[config.mk]
export PLATFORM = sky130hd
export DESIGN_NAME = ccs_sequencer
export DESIGN_NICKNAME = d
export VERILOG_FILES = /design/src/logic/ccs_pkg.sv /design/src/logic/ccs_shift_unit.sv /design/src/logic/ccs_sequencer.sv
export VERILOG_INCLUDE_DIRS = /design/src /design/src/logic
export SDC_FILE = /design/constraint.sdc
export NUM_CORES = 1
export LEC_CHECK = 0
export ABC_CLOCK_PERIOD_IN_PS = 8080
export BUFFER_PORTS_ARGS = -buffer_cell sky130_fd_sc_hd__buf_2
export CAP_MARGIN = 20
export CORE_MARGIN = 2
export CORE_UTILIZATION = 48
export DETAILED_ROUTE_END_ITERATION = 16
export GPL_TIMING_DRIVEN = 0
export PLACE_DENSITY = 0.66
export SYNTH_ARGS = -nofsm -noshare
export SYNTH_HDL_FRONTEND = slang
export SYNTH_HIERARCHICAL = 1
export SYNTH_SLANG_ARGS = --single-unit
[constraint.sdc]
create_clock -name CLK -period 8.08 [get_ports CLK]
set_clock_uncertainty 0.1 [all_clocks]
set_input_delay 0.404 -clock CLK [delete_from_list [all_inputs] [get_ports CLK]]
set_output_delay 0.404 -clock CLK [all_outputs]
set_load 0.1 [all_outputs]
[src/logic/ccs_consts.svh]
// Constants for the machine-cycle sequencer
`ifndef CCS_CONSTS_SVH
`define CCS_CONSTS_SVH
`define CCS_PC_RESET    16'h0000
`define CCS_ST_RESET    16'h0000
`define CCS_ST_LGT      15
`define CCS_ST_AGT      14
`define CCS_ST_EQ       13
`define CCS_ST_C        12
`define CCS_ST_OV       11
`define CCS_ST_OP       10
`define CCS_OP_JFIRST   8'h10
`define CCS_OP_JLAST    8'h1c
`define CCS_OP_SET_IO_BIT   8'h1d
`define CCS_OP_CLEAR_IO_BIT 8'h1e
`define CCS_OP_TEST_IO_BIT  8'h1f
`define CCS_OP_SHIFT    6'h02
`define CCS_OP_IMM      9'h004
`define CCS_IMM_ADD     2'h1
`define CCS_IMM_AND     2'h2
`define CCS_IMM_OR      2'h3
`define CCS_SH_SRA      2'h0
`define CCS_SH_SRL      2'h1
`define CCS_SH_SLA      2'h2
`define CCS_SH_SRC      2'h3
`define CCS_R12_OFS     16'h0018
`define CCS_IMM_OFS     16'h0002
`define CCS_PC_STEP     16'h0002
`define CCS_PC_STEP_IMM 16'h0004
`define CCS_CYC_FETCH   4'h1
`define CCS_CYC_JCOND   4'h3
`define CCS_CYC_JDISP   4'h4
`define CCS_CYC_JEND    4'h5
`define CCS_CYC_IO_BASE 4'h4
`define CCS_CYC_IO      4'h6
`define CCS_CYC_SH_REG  4'h3
`define CCS_CYC_SH_TEST 4'h4
`define CCS_CYC_SH_R0   4'h6
`define CCS_CYC_SH_LAST 4'h8
`define CCS_CYC_IM_REG  4'h4
`define CCS_CYC_IM_OPD  4'h5
`define CCS_CYC_IM_ALU  4'h6
`define CCS_CYC_IM_WR   4'h7
`endif

[src/logic/ccs_pkg.sv]
// Types and helper functions of the machine-cycle sequencer
`include "ccs_consts.svh"
package ccs_pkg;
	typedef enum logic [2:0] {
		K_NONE, K_SET_IO_BIT, K_CLEAR_IO_BIT, K_TEST_IO_BIT, K_JUMP, K_SHIFT, K_IMM
	} ccs_kind_e;

	typedef enum logic [4:0] {
		P_IDLE  = 5'b00001,
		P_RUN   = 5'b00010,
		P_SHIFT = 5'b00100,
		P_WRITE = 5'b01000,
		P_FINAL = 5'b10000
	} ccs_phase_e;

	typedef struct packed {
		logic        rd;
		logic        wr;
		logic        io_out_strobe;
		logic        io_serial_out;
		logic [15:0] addr;
		logic [15:0] wdata;
	} ccs_bus_s;

	function automatic ccs_kind_e ccs_kind_of(input logic [15:0] w);
		ccs_kind_e k;
		k = K_NONE;
		if (w[15:8] >= `CCS_OP_JFIRST && w[15:8] <= `CCS_OP_JLAST) k = K_JUMP;
		else if (w[15:8] == `CCS_OP_SET_IO_BIT) k = K_SET_IO_BIT;
		else if (w[15:8] == `CCS_OP_CLEAR_IO_BIT) k = K_CLEAR_IO_BIT;
		else if (w[15:8] == `CCS_OP_TEST_IO_BIT) k = K_TEST_IO_BIT;
		else if (w[15:10] == `CCS_OP_SHIFT) k = K_SHIFT;
		else if (w[15:7] == `CCS_OP_IMM && w[6:5] != 2'h0) k = K_IMM;
		return k;
	endfunction : ccs_kind_of

	function automatic logic ccs_jump_taken(input logic [3:0] c, input logic [15:0] s);
		logic lgt, agt, eq, t;
		lgt = s[`CCS_ST_LGT];
		agt = s[`CCS_ST_AGT];
		eq  = s[`CCS_ST_EQ];
		case (c)
		4'h0: t = 1'b1;
		4'h1: t = !agt && !eq;
		4'h2: t = !lgt || eq;
		4'h3: t = eq;
		4'h4: t = lgt || eq;
		4'h5: t = agt;
		4'h6: t = !eq;
		4'h7: t = !s[`CCS_ST_C];
		4'h8: t = s[`CCS_ST_C];
		4'h9: t = !s[`CCS_ST_OV];
		4'ha: t = !lgt && !eq;
		4'hb: t = lgt && !eq;
		4'hc: t = s[`CCS_ST_OP];
		default: t = 1'b0;
		endcase
		return t;
	endfunction : ccs_jump_taken

	function automatic logic [15:0] ccs_cmp_flags(input logic [15:0] s, input logic [15:0] v);
		logic [15:0] r;
		r = s;
		r[`CCS_ST_LGT] = v != 16'h0000;
		r[`CCS_ST_AGT] = !v[15] && v != 16'h0000;
		r[`CCS_ST_EQ]  = v == 16'h0000;
		return r;
	endfunction : ccs_cmp_flags

	function automatic logic [15:0] ccs_disp2(input logic [15:0] ir);
		return {{7{ir[7]}}, ir[7:0], 1'b0};
	endfunction : ccs_disp2

	function automatic logic [15:0] ccs_reg_addr(input logic [15:0] wp, input logic [3:0] n);
		return wp + {11'h000, n, 1'b0};
	endfunction : ccs_reg_addr
endpackage : ccs_pkg

[src/logic/ccs_shift_unit.sv]
// One-bit shift step for the workspace register shift loop
`timescale 1ns/1ps
`include "ccs_consts.svh"
module ccs_shift_unit import ccs_pkg::*; #(
	parameter int WIDTH = 16
) (
	input  wire logic [1:0]       mode,
	input  wire logic [WIDTH-1:0] value,
	output logic      [WIDTH-1:0] out_value,
	output logic                  carry,
	output logic                  msb_flip
);
	if (WIDTH < 2) begin : g_check
		$error("ccs_shift_unit needs WIDTH of at least 2");
	end

	always_comb begin
		case (mode)
		`CCS_SH_SLA: begin
			out_value = {value[WIDTH-2:0], 1'b0};
			carry     = value[WIDTH-1];
		end
		`CCS_SH_SRL: begin
			out_value = {1'b0, value[WIDTH-1:1]};
			carry     = value[0];
		end
		`CCS_SH_SRC: begin
			out_value = {value[0], value[WIDTH-1:1]};
			carry     = value[0];
		end
		default: begin
			out_value = {value[WIDTH-1], value[WIDTH-1:1]};
			carry     = value[0];
		end
		endcase
		msb_flip = (mode == `CCS_SH_SLA) && (value[WIDTH-1] != value[WIDTH-2]);
	end
endmodule : ccs_shift_unit

[src/logic/ccs_sequencer.sv]
// Machine-cycle sequencer for bit I/O, jumps, shifts and immediate ops
`timescale 1ns/1ps
`include "ccs_consts.svh"
module ccs_sequencer import ccs_pkg::*; (
	input  wire logic        CLK,
	input  wire logic        RESET_N,
	input  wire logic        START,
	input  wire logic [15:0] WP,
	input  wire logic [15:0] MEM_RDATA,
	input  wire logic        IO_SERIAL_IN,
	output ccs_bus_s         BUS,
	output logic      [15:0] INT_DATA,
	output logic      [15:0] PC,
	output logic      [15:0] ST,
	output logic             BUSY,
	output logic             DONE,
	output logic             ILLEGAL
);
	ccs_phase_e  phase, next_phase;
	ccs_kind_e   kind, next_kind;
	logic [3:0]  cyc, next_cyc;
	logic [15:0] ir, next_ir;
	logic [15:0] pc, next_pc;
	logic [15:0] st, next_st;
	logic [15:0] wreg, next_wreg;
	logic [15:0] base, next_base;
	logic [15:0] opd, next_opd;
	logic [15:0] idata, next_idata;
	logic [4:0]  cnt, next_cnt;
	logic        jtk, next_jtk;
	logic        done, next_done;
	logic        illegal, next_illegal;
	ccs_bus_s    bus, next_bus;
	logic [15:0] sh_val;
	logic        sh_carry;
	logic        sh_flip;
	logic [16:0] sum;
	logic [15:0] res;

	ccs_shift_unit #(.WIDTH(16)) u_shift (
		.mode      (ir[9:8]),
		.value     (wreg),
		.out_value (sh_val),
		.carry     (sh_carry),
		.msb_flip  (sh_flip)
	);

	always_comb begin
		next_phase   = phase;
		next_kind    = kind;
		next_cyc     = cyc;
		next_ir      = ir;
		next_pc      = pc;
		next_st      = st;
		next_wreg    = wreg;
		next_base    = base;
		next_opd     = opd;
		next_idata   = idata;
		next_cnt     = cnt;
		next_jtk     = jtk;
		next_done    = 1'b0;
		next_illegal = 1'b0;
		sum          = {1'b0, wreg} + {1'b0, opd};
		res          = sum[15:0];
		unique case (phase)
		P_IDLE: begin
			if (START) begin
				next_phase = P_RUN;
				next_cyc   = `CCS_CYC_FETCH;
			end
		end
		P_RUN: begin
			next_cyc = cyc + 4'h1;
			if (cyc == `CCS_CYC_FETCH) begin
				next_ir   = MEM_RDATA;
				next_kind = ccs_kind_of(MEM_RDATA);
				if (ccs_kind_of(MEM_RDATA) == K_NONE) begin
					next_pc      = pc + `CCS_PC_STEP;
					next_illegal = 1'b1;
					next_done    = 1'b1;
					next_phase   = P_IDLE;
				end
			end else begin
				case (kind)
				K_SET_IO_BIT, K_CLEAR_IO_BIT, K_TEST_IO_BIT: begin
					if (cyc == `CCS_CYC_IO_BASE) next_base = MEM_RDATA;
					if (cyc == `CCS_CYC_IO) begin
						if (kind == K_TEST_IO_BIT) next_st[`CCS_ST_EQ] = IO_SERIAL_IN;
						next_pc    = pc + `CCS_PC_STEP;
						next_done  = 1'b1;
						next_phase = P_IDLE;
					end
				end
				K_JUMP: begin
					if (cyc == `CCS_CYC_JCOND) begin
						next_jtk = ccs_jump_taken(ir[11:8], st);
						if (ccs_jump_taken(ir[11:8], st)) next_cyc = `CCS_CYC_JEND;
						else next_idata = ccs_disp2(ir);
					end
					if (cyc == `CCS_CYC_JEND) begin
						next_pc    = pc + `CCS_PC_STEP + (jtk ? ccs_disp2(ir) : 16'h0000);
						next_done  = 1'b1;
						next_phase = P_IDLE;
					end
				end
				K_SHIFT: begin
					if (cyc == `CCS_CYC_SH_REG) begin
						next_wreg = MEM_RDATA;
						next_cnt  = {1'b0, ir[7:4]};
					end
					if (cyc == `CCS_CYC_SH_R0)
						next_cnt = (MEM_RDATA[3:0] == 4'h0) ? 5'h10 : {1'b0, MEM_RDATA[3:0]};
					if ((cyc == `CCS_CYC_SH_TEST && cnt != 5'h00) ||
						cyc == `CCS_CYC_SH_LAST) begin
						next_phase          = P_SHIFT;
						next_st[`CCS_ST_OV] = 1'b0;
					end
				end
				K_IMM: begin
					if (cyc == `CCS_CYC_IM_REG) next_wreg = MEM_RDATA;
					if (cyc == `CCS_CYC_IM_OPD) next_opd = MEM_RDATA;
					if (cyc == `CCS_CYC_IM_ALU) begin
						case (ir[6:5])
						`CCS_IMM_AND: res = wreg & opd;
						`CCS_IMM_OR:  res = wreg | opd;
						default:      res = sum[15:0];
						endcase
						next_wreg = res;
						next_st   = ccs_cmp_flags(st, res);
						if (ir[6:5] == `CCS_IMM_ADD) begin
							next_st[`CCS_ST_C]  = sum[16];
							next_st[`CCS_ST_OV] = (wreg[15] == opd[15]) && (res[15] != wreg[15]);
						end
					end
					if (cyc == `CCS_CYC_IM_WR) begin
						next_pc    = pc + `CCS_PC_STEP_IMM;
						next_done  = 1'b1;
						next_phase = P_IDLE;
					end
				end
				default: begin
					next_done  = 1'b1;
					next_phase = P_IDLE;
				end
				endcase
			end
		end
		P_SHIFT: begin
			next_wreg          = sh_val;
			next_cnt           = cnt - 5'h01;
			next_st[`CCS_ST_C] = sh_carry;
			next_st[`CCS_ST_OV] = st[`CCS_ST_OV] | sh_flip;
			if (cnt == 5'h01) begin
				next_phase = P_WRITE;
				next_st    = ccs_cmp_flags(st, sh_val);
				next_st[`CCS_ST_C]  = sh_carry;
				next_st[`CCS_ST_OV] = st[`CCS_ST_OV] | sh_flip;
			end
		end
		P_WRITE: next_phase = P_FINAL;
		P_FINAL: begin
			next_pc    = pc + `CCS_PC_STEP;
			next_done  = 1'b1;
			next_phase = P_IDLE;
		end
		endcase

		next_bus               = bus;
		next_bus.rd            = 1'b0;
		next_bus.wr            = 1'b0;
		next_bus.io_out_strobe = 1'b0;
		next_bus.io_serial_out = 1'b0;
		if (next_phase == P_RUN && next_cyc == `CCS_CYC_FETCH) begin
			next_bus.rd   = 1'b1;
			next_bus.addr = next_pc;
		end else if (next_phase == P_RUN) begin
			case (next_kind)
			K_SET_IO_BIT, K_CLEAR_IO_BIT, K_TEST_IO_BIT: begin
				if (next_cyc == `CCS_CYC_IO_BASE) begin
					next_bus.rd   = 1'b1;
					next_bus.addr = WP + `CCS_R12_OFS;
				end
				if (next_cyc == `CCS_CYC_IO) begin
					next_bus.addr          = next_base + ccs_disp2(next_ir);
					next_bus.io_out_strobe = next_kind != K_TEST_IO_BIT;
					next_bus.io_serial_out = next_kind == K_SET_IO_BIT;
				end
			end
			K_SHIFT: begin
				if (next_cyc == `CCS_CYC_SH_REG) begin
					next_bus.rd   = 1'b1;
					next_bus.addr = ccs_reg_addr(WP, next_ir[3:0]);
				end
				if (next_cyc == `CCS_CYC_SH_R0) begin
					next_bus.rd   = 1'b1;
					next_bus.addr = WP;
				end
			end
			K_IMM: begin
				if (next_cyc == `CCS_CYC_IM_REG) begin
					next_bus.rd   = 1'b1;
					next_bus.addr = ccs_reg_addr(WP, next_ir[3:0]);
				end
				if (next_cyc == `CCS_CYC_IM_OPD) begin
					next_bus.rd   = 1'b1;
					next_bus.addr = next_pc + `CCS_IMM_OFS;
				end
				if (next_cyc == `CCS_CYC_IM_WR) begin
					next_bus.wr    = 1'b1;
					next_bus.addr  = ccs_reg_addr(WP, next_ir[3:0]);
					next_bus.wdata = next_wreg;
				end
			end
			default: ;
			endcase
		end else if (next_phase == P_WRITE) begin
			next_bus.wr    = 1'b1;
			next_bus.addr  = ccs_reg_addr(WP, next_ir[3:0]);
			next_bus.wdata = next_wreg;
		end
	end

	always_ff @(posedge CLK or negedge RESET_N) begin
		if (!RESET_N) begin
			phase   <= P_IDLE;
			kind    <= K_NONE;
			cyc     <= 4'h0;
			ir      <= 16'h0000;
			pc      <= `CCS_PC_RESET;
			st      <= `CCS_ST_RESET;
			wreg    <= 16'h0000;
			base    <= 16'h0000;
			opd     <= 16'h0000;
			idata   <= 16'h0000;
			cnt     <= 5'h00;
			jtk     <= 1'b0;
			done    <= 1'b0;
			illegal <= 1'b0;
			bus     <= '0;
		end else begin
			phase   <= next_phase;
			kind    <= next_kind;
			cyc     <= next_cyc;
			ir      <= next_ir;
			pc      <= next_pc;
			st      <= next_st;
			wreg    <= next_wreg;
			base    <= next_base;
			opd     <= next_opd;
			idata   <= next_idata;
			cnt     <= next_cnt;
			jtk     <= next_jtk;
			done    <= next_done;
			illegal <= next_illegal;
			bus     <= next_bus;
		end
	end

	assign BUS      = bus;
	assign INT_DATA = idata;
	assign PC       = pc;
	assign ST       = st;
	assign BUSY     = phase != P_IDLE;
	assign DONE     = done;
	assign ILLEGAL  = illegal;
endmodule : ccs_sequencer

# Word level (Yosys, flattened, before mapping)
# Cells that the tools add are included.
[op_classes]
n_reduce_logical = 46
n_mux = 112
eq_ne = 79
order_cmp = 2
bitwise_logic = 6
add_sub_neg = 10
[ops]
columns = ["cell", "count"]
rows = [
  ["$mux W16", 28],
  ["$pmux W16 S2", 5],
  ["$pmux W16 S3", 3],
  ["$mux W32", 3],
  ["$mux W5", 13],
  ["$eq A4 B3 Y1 const B", 12],
  ["$mux W3", 11],
  ["$add A16 B16 Y16", 2],
  ["$add A16 B2 Y16 const B", 2],
  ["$logic_not A16 Y1", 2],
  ["$reduce_bool A16 Y1", 2],
  ["$mux W1", 26],
  ["$pmux W5 S5", 1],
  ["$eq A8 B5 Y1 const B", 3],
  ["$eq A4 B4 Y1 const B", 5],
  ["$mux W4", 5],
  ["$pmux W5 S4", 1],
  ["$reduce_and A5 Y1", 4],
  ["$mux W18", 1],
  ["$ne A3 B3 Y1 const B", 6],
  ["$add A16 B16 Y17", 1],
  ["$add A16 B3 Y16 const B", 1],
  ["$add A16 B5 Y16", 1],
  ["$add A16 B5 Y16 const B", 1],
  ["other kinds (52)", 116],
]
[totals]
input_bits = 36
reg_bits = 145
wordCells = 279
output_inout_bits = 87

# Longest topological paths before layout
# Gate-level depths: netlist of the first run.
[logic_depth]
ltp_word = 20
mapped_depth = 21
mapped_depth_nobuf = 19

# By module
# The synthesis of the first run kept the hierarchy.
[by_module_without_submodules]
columns = ["module", "area_per_inst_um2", "seq_area_each_um2", "instances", "cells_each"]
rows = [
  ["ccs_sequencer", 13877.1, 3604.7, 1, 1714],
  ["ccs_shift_unit", 292.8, 0.0, 1, 24],
]

# Least setup slack after synthesis of the first run
# Ideal clock, no wire load.
[synth_timing]
path_kind = "reg-to-reg"
from = "register cyc[2]"
to = "register bus (netlist bit BUS[29])"
required_ns = 7.848
t_arrival_ns = 4.926
synth_period_minus_slack_ns = 5.157
setup_time_ns = 0.132
slack_ns = 2.923
stages_incl_launch_ff = 22
n_path_buf = 4
path_cell_list = "dfrtp_1 -> buf_6 -> buf_2 -> nor2b_1 -> buf_2 -> nand2_1 -> nor3_2 -> clkbuf_1 -> mux2_2 -> ha_1 -> fa_1 -> a211oi_1 -> o21a_1 -> o31ai_1 -> a21oi_1 -> nor2b_1 -> or3_1 -> a31oi_1 -> nor2_1 -> a311o_1 -> a221oi_2 -> o22ai_1"
[synth_via]
elab_cells_between_ends = 71
classes_between = "add/sub (4); eq/ne (24); mux (37); reduce/logical (6)"
[synth_rtl]
columns = ["element", "line", "source"]
rows = [
  ["start: declaration", "ccs_sequencer.sv:21", "logic [3:0] cyc, next_cyc;"],
  ["start signal: assignment", "ccs_sequencer.sv:243", "cyc <= next_cyc;"],
  ["$eq A4 B3 Y1 (no line)", "-", ""],
  ["$mux W16", "ccs_sequencer.sv:86", "if (cyc == `CCS_CYC_IO_BASE) next_base = MEM_RDATA;"],
  ["$mux W16", "ccs_sequencer.sv:84", "case (kind)"],
  ["$mux W16 (*)", "ccs_sequencer.sv:74", "if (cyc == `CCS_CYC_FETCH) begin"],
  ["$mux W16 (*)", "ccs_sequencer.sv:65", "unique case (phase)"],
  ["named net next_base[1]", "ccs_sequencer.sv:26", "logic [15:0] base, next_base;"],
  ["$add A16 B16 Y16 (*)", "ccs_sequencer.sv:184", "next_bus.addr = next_base + ccs_disp2(next_ir);"],
  ["$mux W18 (*)", "ccs_sequencer.sv:183", "if (next_cyc == `CCS_CYC_IO) begin"],
  ["$pmux W16 S3 (*)", "ccs_sequencer.sv:177", "case (next_kind)"],
  ["$mux W32 (*)", "ccs_sequencer.sv:176", "end else if (next_phase == P_RUN) begin"],
  ["$mux W16 (*)", "ccs_sequencer.sv:173", "if (next_phase == P_RUN && next_cyc == `CCS_CYC_FETCH) begin"],
  ["end signal: assignment", "ccs_sequencer.sv:255", "bus <= next_bus;"],
  ["end: declaration", "ccs_sequencer.sv:33", "ccs_bus_s bus, next_bus;"],
]
# Mark *: on every way through the listed nets, which the timed path passes. The rest lies on a longest branch. The select of a mux whose other input is x is not followed.
# A chain may end at the register's enable or synchronous reset.

# Worst setup path in the final report of the first run
# Same ends and word-level chain as after synthesis.

==> results of run 1 <==
==> cells by family (layout without fill, tap and decap cells) <==
family	count (synthesis)	count (layout)
buffers and inverters	211	348
other	1	13
and+or+nand+nor	580	580
AOI/OAI and AO/OA	550	550
DFF	144	144
adders and majority gates	78	78
xor gates and xnor gates	74	74
muxes	100	100
==> area by class of cell <==
class                   count  area share [%]
plain buffers             125            4.12
clock buffers              18            2.71
multi-input cells        1395            60.9
inverters                  86            2.04
well taps                 384            3.04
repair buffers            105            3.53
flip-flops and latches    144            22.8
clock inverters            14           0.917
==> flip-flops by register name (all words and copies together), names as in the netlist <==
name / cells
BUS: 36
DONE: 1
ILLEGAL: 1
INT_DATA: 8
PC: 15
ST: 5
base: 16
cnt: 5
cyc: 4
ir: 12
jtk: 1
kind: 3
opd: 16
phase: 5
wreg: 16
==> worst max path at each step <==
| stage | startpoint | endpoint | slack (ns) |
|---|---|---|---|
| 6_report | cyc[2] | BUS[29] | 1.66 |
| 3_3_place_gp | cyc[2] | BUS[29] | 1.85 |
| 3_5_place_dp | cyc[2] | BUS[29] | 1.82 |
| 2_1_floorplan | cyc[2] | BUS[29] | 2.92 |
| 4_1_cts | cyc[2] | BUS[29] | 1.79 |
| 5_1_grt | cyc[2] | BUS[29] | 1.27 |
==> worst register-to-register path, delay by kind of cell, from the launching register on <==
| kind | cells | cell delay (ns) |
|---|---|---|
| AO/OA/AOI/OAI | 8 | 1.74 |
| adder cells (fa/ha/maj) | 2 | 0.64 |
| buffers and inverters | 4 | 1.20 |
| flip-flops | 1 | 0.35 |
| multiplexers | 1 | 0.42 |
| AND/OR/NAND/NOR | 6 | 1.84 |
==> through the flow <==
step | std cells | util [%] | hold slack [ns]
6_report | 2271 | 54.9 | 0.258
3_3_place_gp | 2236 | 52.7 | 0.359
5_1_grt | 2271 | 54.9 | 0.259
4_1_cts | 2270 | 54.8 | 0.248
3_5_place_dp | 2237 | 52.8 | 0.298
2_1_floorplan | 1750 | - | 0.00841
==> metal layers <==
metal | GRT usage [%] | share of wire (%) | vias up
li1 | - | - | 6679
met1 | 50.6 | 45 | 7044
met2 | 49.8 | 42 | 788
met3 | 7.92 | 10 | 95
met4 | 9.13 | 2.4 | 0
met5 | 0 | 0 | -
==> power breakdown <==
| group | switching [mW] | total, mW | internal, mW |
|---|---|---|---|
| Sequential | 0.238 | 1.19 | 0.947 |
| Combinational | 3.41 | 4.88 | 1.47 |
| Clock | 0.381 | 0.817 | 0.436 |
| Total | 4.03 | 6.88 | 2.86 |
==> synthesized netlist by cell type (all sizes together), types with 22 or more instances <==
master / number
a31oi: 27
xor2: 29
a211oi: 22
xnor2: 44
a21oi: 128
nand3: 70
nor2: 124
buf: 68
nor4: 25
clkbuf: 57
nor3: 48
mux2: 87
and2: 23
dfrtp: 143
inv: 86
o21ai: 144
ha: 74
nand2: 150
==> metrics.csv, run 1 <==
metric,value,unit
fin_nets,1988,
relSlewSlack,25.8,%
gr-total-overflow,0,
cts-root-buf,clkbuf_16,
fin_tns_setup,0,ns
synth-edff-count,0,
drt-vias-per-instance,6.43,
postCtsHoldBufs,1,
yosys.area_share.adder,7.10,%
drc,0,
start_util,49.1,%
slowest_stage,nor3_2,
async_flop_share,100,%
ys_seq_area_share,25.4,%
first_iter_violations,1695,
dpl.hpwl,40600,µm
antenna_found_initial,0,
die_area,0.0309,mm²
wl,53100,µm
placed_area,0.0152,mm²
synth-main-ff-cell,dfrtp_1,
cp_num_buf_inv,4,
maxCapViolations,0,
p_total,6.88,mW
multiInputGateArea,0.00964,mm²
synthXorXnorAreaFrac,4.67,%
peakVddDrop,0.209,mV
drive_gt1_share,18.6,%
syn_avg_cell_area,8.15,µm²
cp-start-kind,register,
status,"finished, final reports clean",
synthSimpleGateAreaFrac,21.4,%
grt_pass1_vias,13500,
reg2regPathDepth,21,
leakagePower,6.87,nW
design_area,0.0158,mm²
synth_area_leaders,"dfrtp_1, ha_1, mux2_2",
tightest_slew,1.10,ns
hold_viol,0,
path_cells,buf_6 > buf_2 > nor2b_1 > buf_2 > nand2_1 > nor3_2 > clkbuf_1 > mux2_2 > ha_1 > fa_1 > a211oi_1 > o21a_1 > o31ai_1 > a21oi_1 > nor2b_1 > or3_1 > a31oi_1 > nor2_1 > a311o_1 > a221oi_2 > o22ai_1,
r2r_start,cyc[2],
die_x,176,µm
fmax,156,MHz
wl_per_cell,23.4,µm
synth_area,0.0142,mm²
rrSetupSlack,1.66,ns
dp_slack,1.82,ns
worstHoldPathType,input port to register,
clk_path_buf_depth,2,
cts_sinks,144,
regToRegEndpoint,BUS[29],
cts_tree,done,
hold_end,phase[0],
synthCells,1738,
setup_viol,0,
whs_path_depth,3,
yosys.area.top_type,dfrtp_1,
core,0.0289,mm²
synth.top_cell.area_share,25.3,%
min_from,START,
antennaDiodeCount,0,
dr.pass1.iters,6,
seqCellArea,0.00360,mm²
grt_pass1_wl,81100,µm
synthDistinctLibCells,112,
rows,62,
setup.worst_path.class,register to register,
cp.required,8.28,ns
ioPinCount,123,
slew_violations,0,
numCtsBuffers,17,
fillCellCount,2810,
clk_pin_slew,0.08,ns
synth-compound-area-share,26.4,%
mostFrequentLayoutCells,"nand2_1, dfrtp_1, o21ai_0, buf_2, a21oi_1",
fin_crit_sh,79.4,%
cpPeakStageDelay,0.66,ns
yosysWarnings,6,
worstPathMaxFanout,10,
cp.depth,21,
layout_commonest_cell,nand2_1,
vias,14600,
rsz0062_at_grt,false,
insertion_delay,0.44,ns
gr-usage-all-layers,34.2,%
arrival,6.62,ns
htreeDepth,4,
syn_to_final_growth,11.7,%
grt_start_max_net_pins,93,
fp.dieH,176,µm
gp_congestion,0.997,
crit_family,simple AND/OR/NAND/NOR gates,
post-cts-setup-buffers,0,
ys_ff_latch,144,
port_buffers,102,
power.density,435,mW/mm²
period_needed,6.42,ns
layout_setup_ws,1.66,ns
muxShareOfSynthArea,8.04,%
synth_top_family_by_area,compound AO/OA/AOI/OAI gates,
cts_resized,0,
end_kind,register,
ant_nets,0,
Note: power is estimated with default switching activity, not from simulation.
==> run 2, diff against run 1 <==
Settings changed: ABC_CLOCK_PERIOD_IN_PS 8080 to 5350, PLACE_DENSITY 0.66 to 0.69.
Clock period 8.08 ns to 5.35 ns, I/O delays scaled along.
==> metrics.csv, run 2 (synthesis gave the netlist of run 1 again) <==
metric,value,unit,change
antenna_found_initial,0,,unchanged
rows,62,,unchanged
p_int,4.38,mW,+53%
setup.worst_path.class,register to register,,
dr.pass1.iters,8,,+2
fmax,193,MHz,+24%
gp_congestion,0.984,,-1.3%
gr-total-overflow,0,,unchanged
cts_sinks,144,,unchanged
arrival,5.40,ns,-1.22 ns
maxCapViolations,0,,unchanged
dpl.hpwl,41000,µm,+0.93%
cpPeakStageDelay,0.44,ns,-0.22 ns
seqCellArea,0.00361,mm²,about the same
largest_reg_flops,36,,unchanged
clk_path_buf_depth,2,,unchanged
relSlewSlack,27.7,%,+1.9 points
cts-root-buf,clkbuf_16,,
cts_tree,done,,
fin_nets,1989,,+0.050%
worstPathMaxFanout,10,,unchanged
mostFrequentLayoutCells,"nand2_1, dfrtp_1, o21ai_0, buf_2, a21oi_1",,
ant_nets,0,,unchanged
period_needed,5.18,ns,-1.23 ns
reg2regPathDepth,20,,-4.8%
layout_setup_ws,0.167,ns,-1.50 ns
crit_end,BUS[29],,
regToRegEndpoint,BUS[29],,
die_x,176,µm,unchanged
start_util,49.1,%,unchanged
first_iter_violations,1911,,+13%
design_area,0.0160,mm²,+0.84%
status,"finished, final reports clean",,
wl,53800,µm,+1.2%
die_area,0.0309,mm²,unchanged
numCtsBuffers,17,,unchanged
seq_power_share,17.1,%,about the same
fin_tns_setup,0,ns,unchanged
placed_area,0.0152,mm²,unchanged
drc,0,,unchanged
power_frac_clock,11.8,%,about the same
drive_gt1_share,19.5,%,+0.94 points
worst_hold_slack,0.134,ns,-0.124 ns
port_buffers,102,,unchanged
syn_to_final_growth,12.6,%,
p_total,10.5,mW,+53%
slew_violations,0,,unchanged
gr-usage-all-layers,34.3,%,+0.096 points
worstHoldPathType,input port to register,,
antennaDiodeCount,0,,unchanged
netSwitchingFraction,58.4,%,-0.062 points
ioPinCount,123,,unchanged
rsz0062_at_grt,true,,
utilization,55.3,%,+0.46 points
fillCellCount,2795,,-0.53%
dp_slack,-0.975,ns,-2.80 ns
path_common_cell,nor3_4,,
clk_pin_slew,0.08,ns,about the same
rrSetupSlack,0.17,ns,-1.50 ns
insertion_delay,0.44,ns,about the same
cp-start-kind,register,,
layout.cells.non_filler,2272,,+0.044%
place_inst,2237,,unchanged
fp.dieH,176,µm,unchanged
grt_start_max_net_pins,95,,+2.2%
critPathLaunch,phase[2],,
cp.required,5.57,ns,-2.71 ns
layout_commonest_cell,nand2_1,,
slowest_stage,fa_1,,
hold_viol,0,,unchanged
wl_per_cell,23.7,µm,+1.1%
r2r_start,phase[2],,
end_kind,register,,
min_from,MEM_RDATA[1],,
power.density,660,mW/mm²,+52%
htreeDepth,4,,unchanged
tightest_slew,1.07,ns,-0.0245 ns
p_sw,6.16,mW,+53%
core,0.0289,mm²,unchanged
grt_pass1_vias,13400,,-0.44%
peakVddDrop,0.462,mV,+120%
drt-vias-per-instance,6.51,,+1.3%
fin_crit_sh,96.9,%,+17 points
multiInputGateArea,0.00972,mm²,+0.84%
setup_viol,0,,unchanged
vias,14800,,+1.3%
pwr-share-comb,71.1,%,+0.2 points
grt_pass1_wl,81200,µm,+0.17%
leakagePower,6.94,nW,+1.0%
path_cells,buf_2 > nor3_4 > nand2_4 > clkbuf_4 > nor3_4 > clkbuf_8 > mux2_2 > ha_1 > fa_1 > a211oi_2 > o21a_1 > o31ai_1 > a21oi_1 > nor2b_1 > or3_1 > a31oi_1 > nor2_1 > a311o_1 > a221oi_2 > o22ai_1,,
-- run 2: timing repair --
item,in CTS,in global routing
gates cloned,0,0
setup buffers,1,3
setup endpoints to repair,11,5
hold endpoints to repair,50,0
pin swaps,1,2
resized for setup,14,16
hold buffers,1,0
-- run 2: power groups by stage --
stage / sequential, mW / combinational, mW / clock [mW]
after floorplan: 2.89 / 4.23 / 0
after global placement: 1.79 / 7.13 / 0
after detailed placement: 1.80 / 7.19 / 0
after CTS: 1.78 / 7.25 / 1.25
after global routing: 1.84 / 7.91 / 1.30
final: 1.80 / 7.49 / 1.24
-- run 2: layout make-up --
cell class                 instances  share of cell area (%)
clock inverter                    14                   0.894
timing repair buffer             108                    3.66
multi-input combinational       1395                    60.9
inverter                          86                    2.02
tap                              384                    3.01
buffer                           123                    4.19
clock buffer                      18                    2.75
sequential                       144                    22.6
-- run 2: how the worst min path moves through the flow --
stage                        to  slack, ns  cells after the start
floorplan                BUS[0]      -0.13                      0
global placement    INT_DATA[7]       0.36                      2
detailed placement      BUS[11]       0.15                      1
CTS                     opd[15]       0.11                      2
global route            opd[15]       0.12                      2
finish                   opd[1]       0.13                      2
-- run 2: metal layers --
metal	wire, µm	up-vias	GRT usage, %	part of all wire [%]
met2	22200	866	48.8	41
met4	1710	0	12.1	3.2
li1	-	6675	-	-
met3	5690	120	7.16	11
met1	24200	7135	51.0	45
met5	0	-	0	0
-- run 2: worst max-delay path: cells and delay by family, from the launching register on --
kind                       cells  cell delay [ns]
muxes                          1             0.36
AOI/OAI and AO/OA              8             1.67
adders and majority gates      2             0.65
buffers and inverters          3             0.67
DFF                            1             0.36
and+or+nand+nor                6             1.24
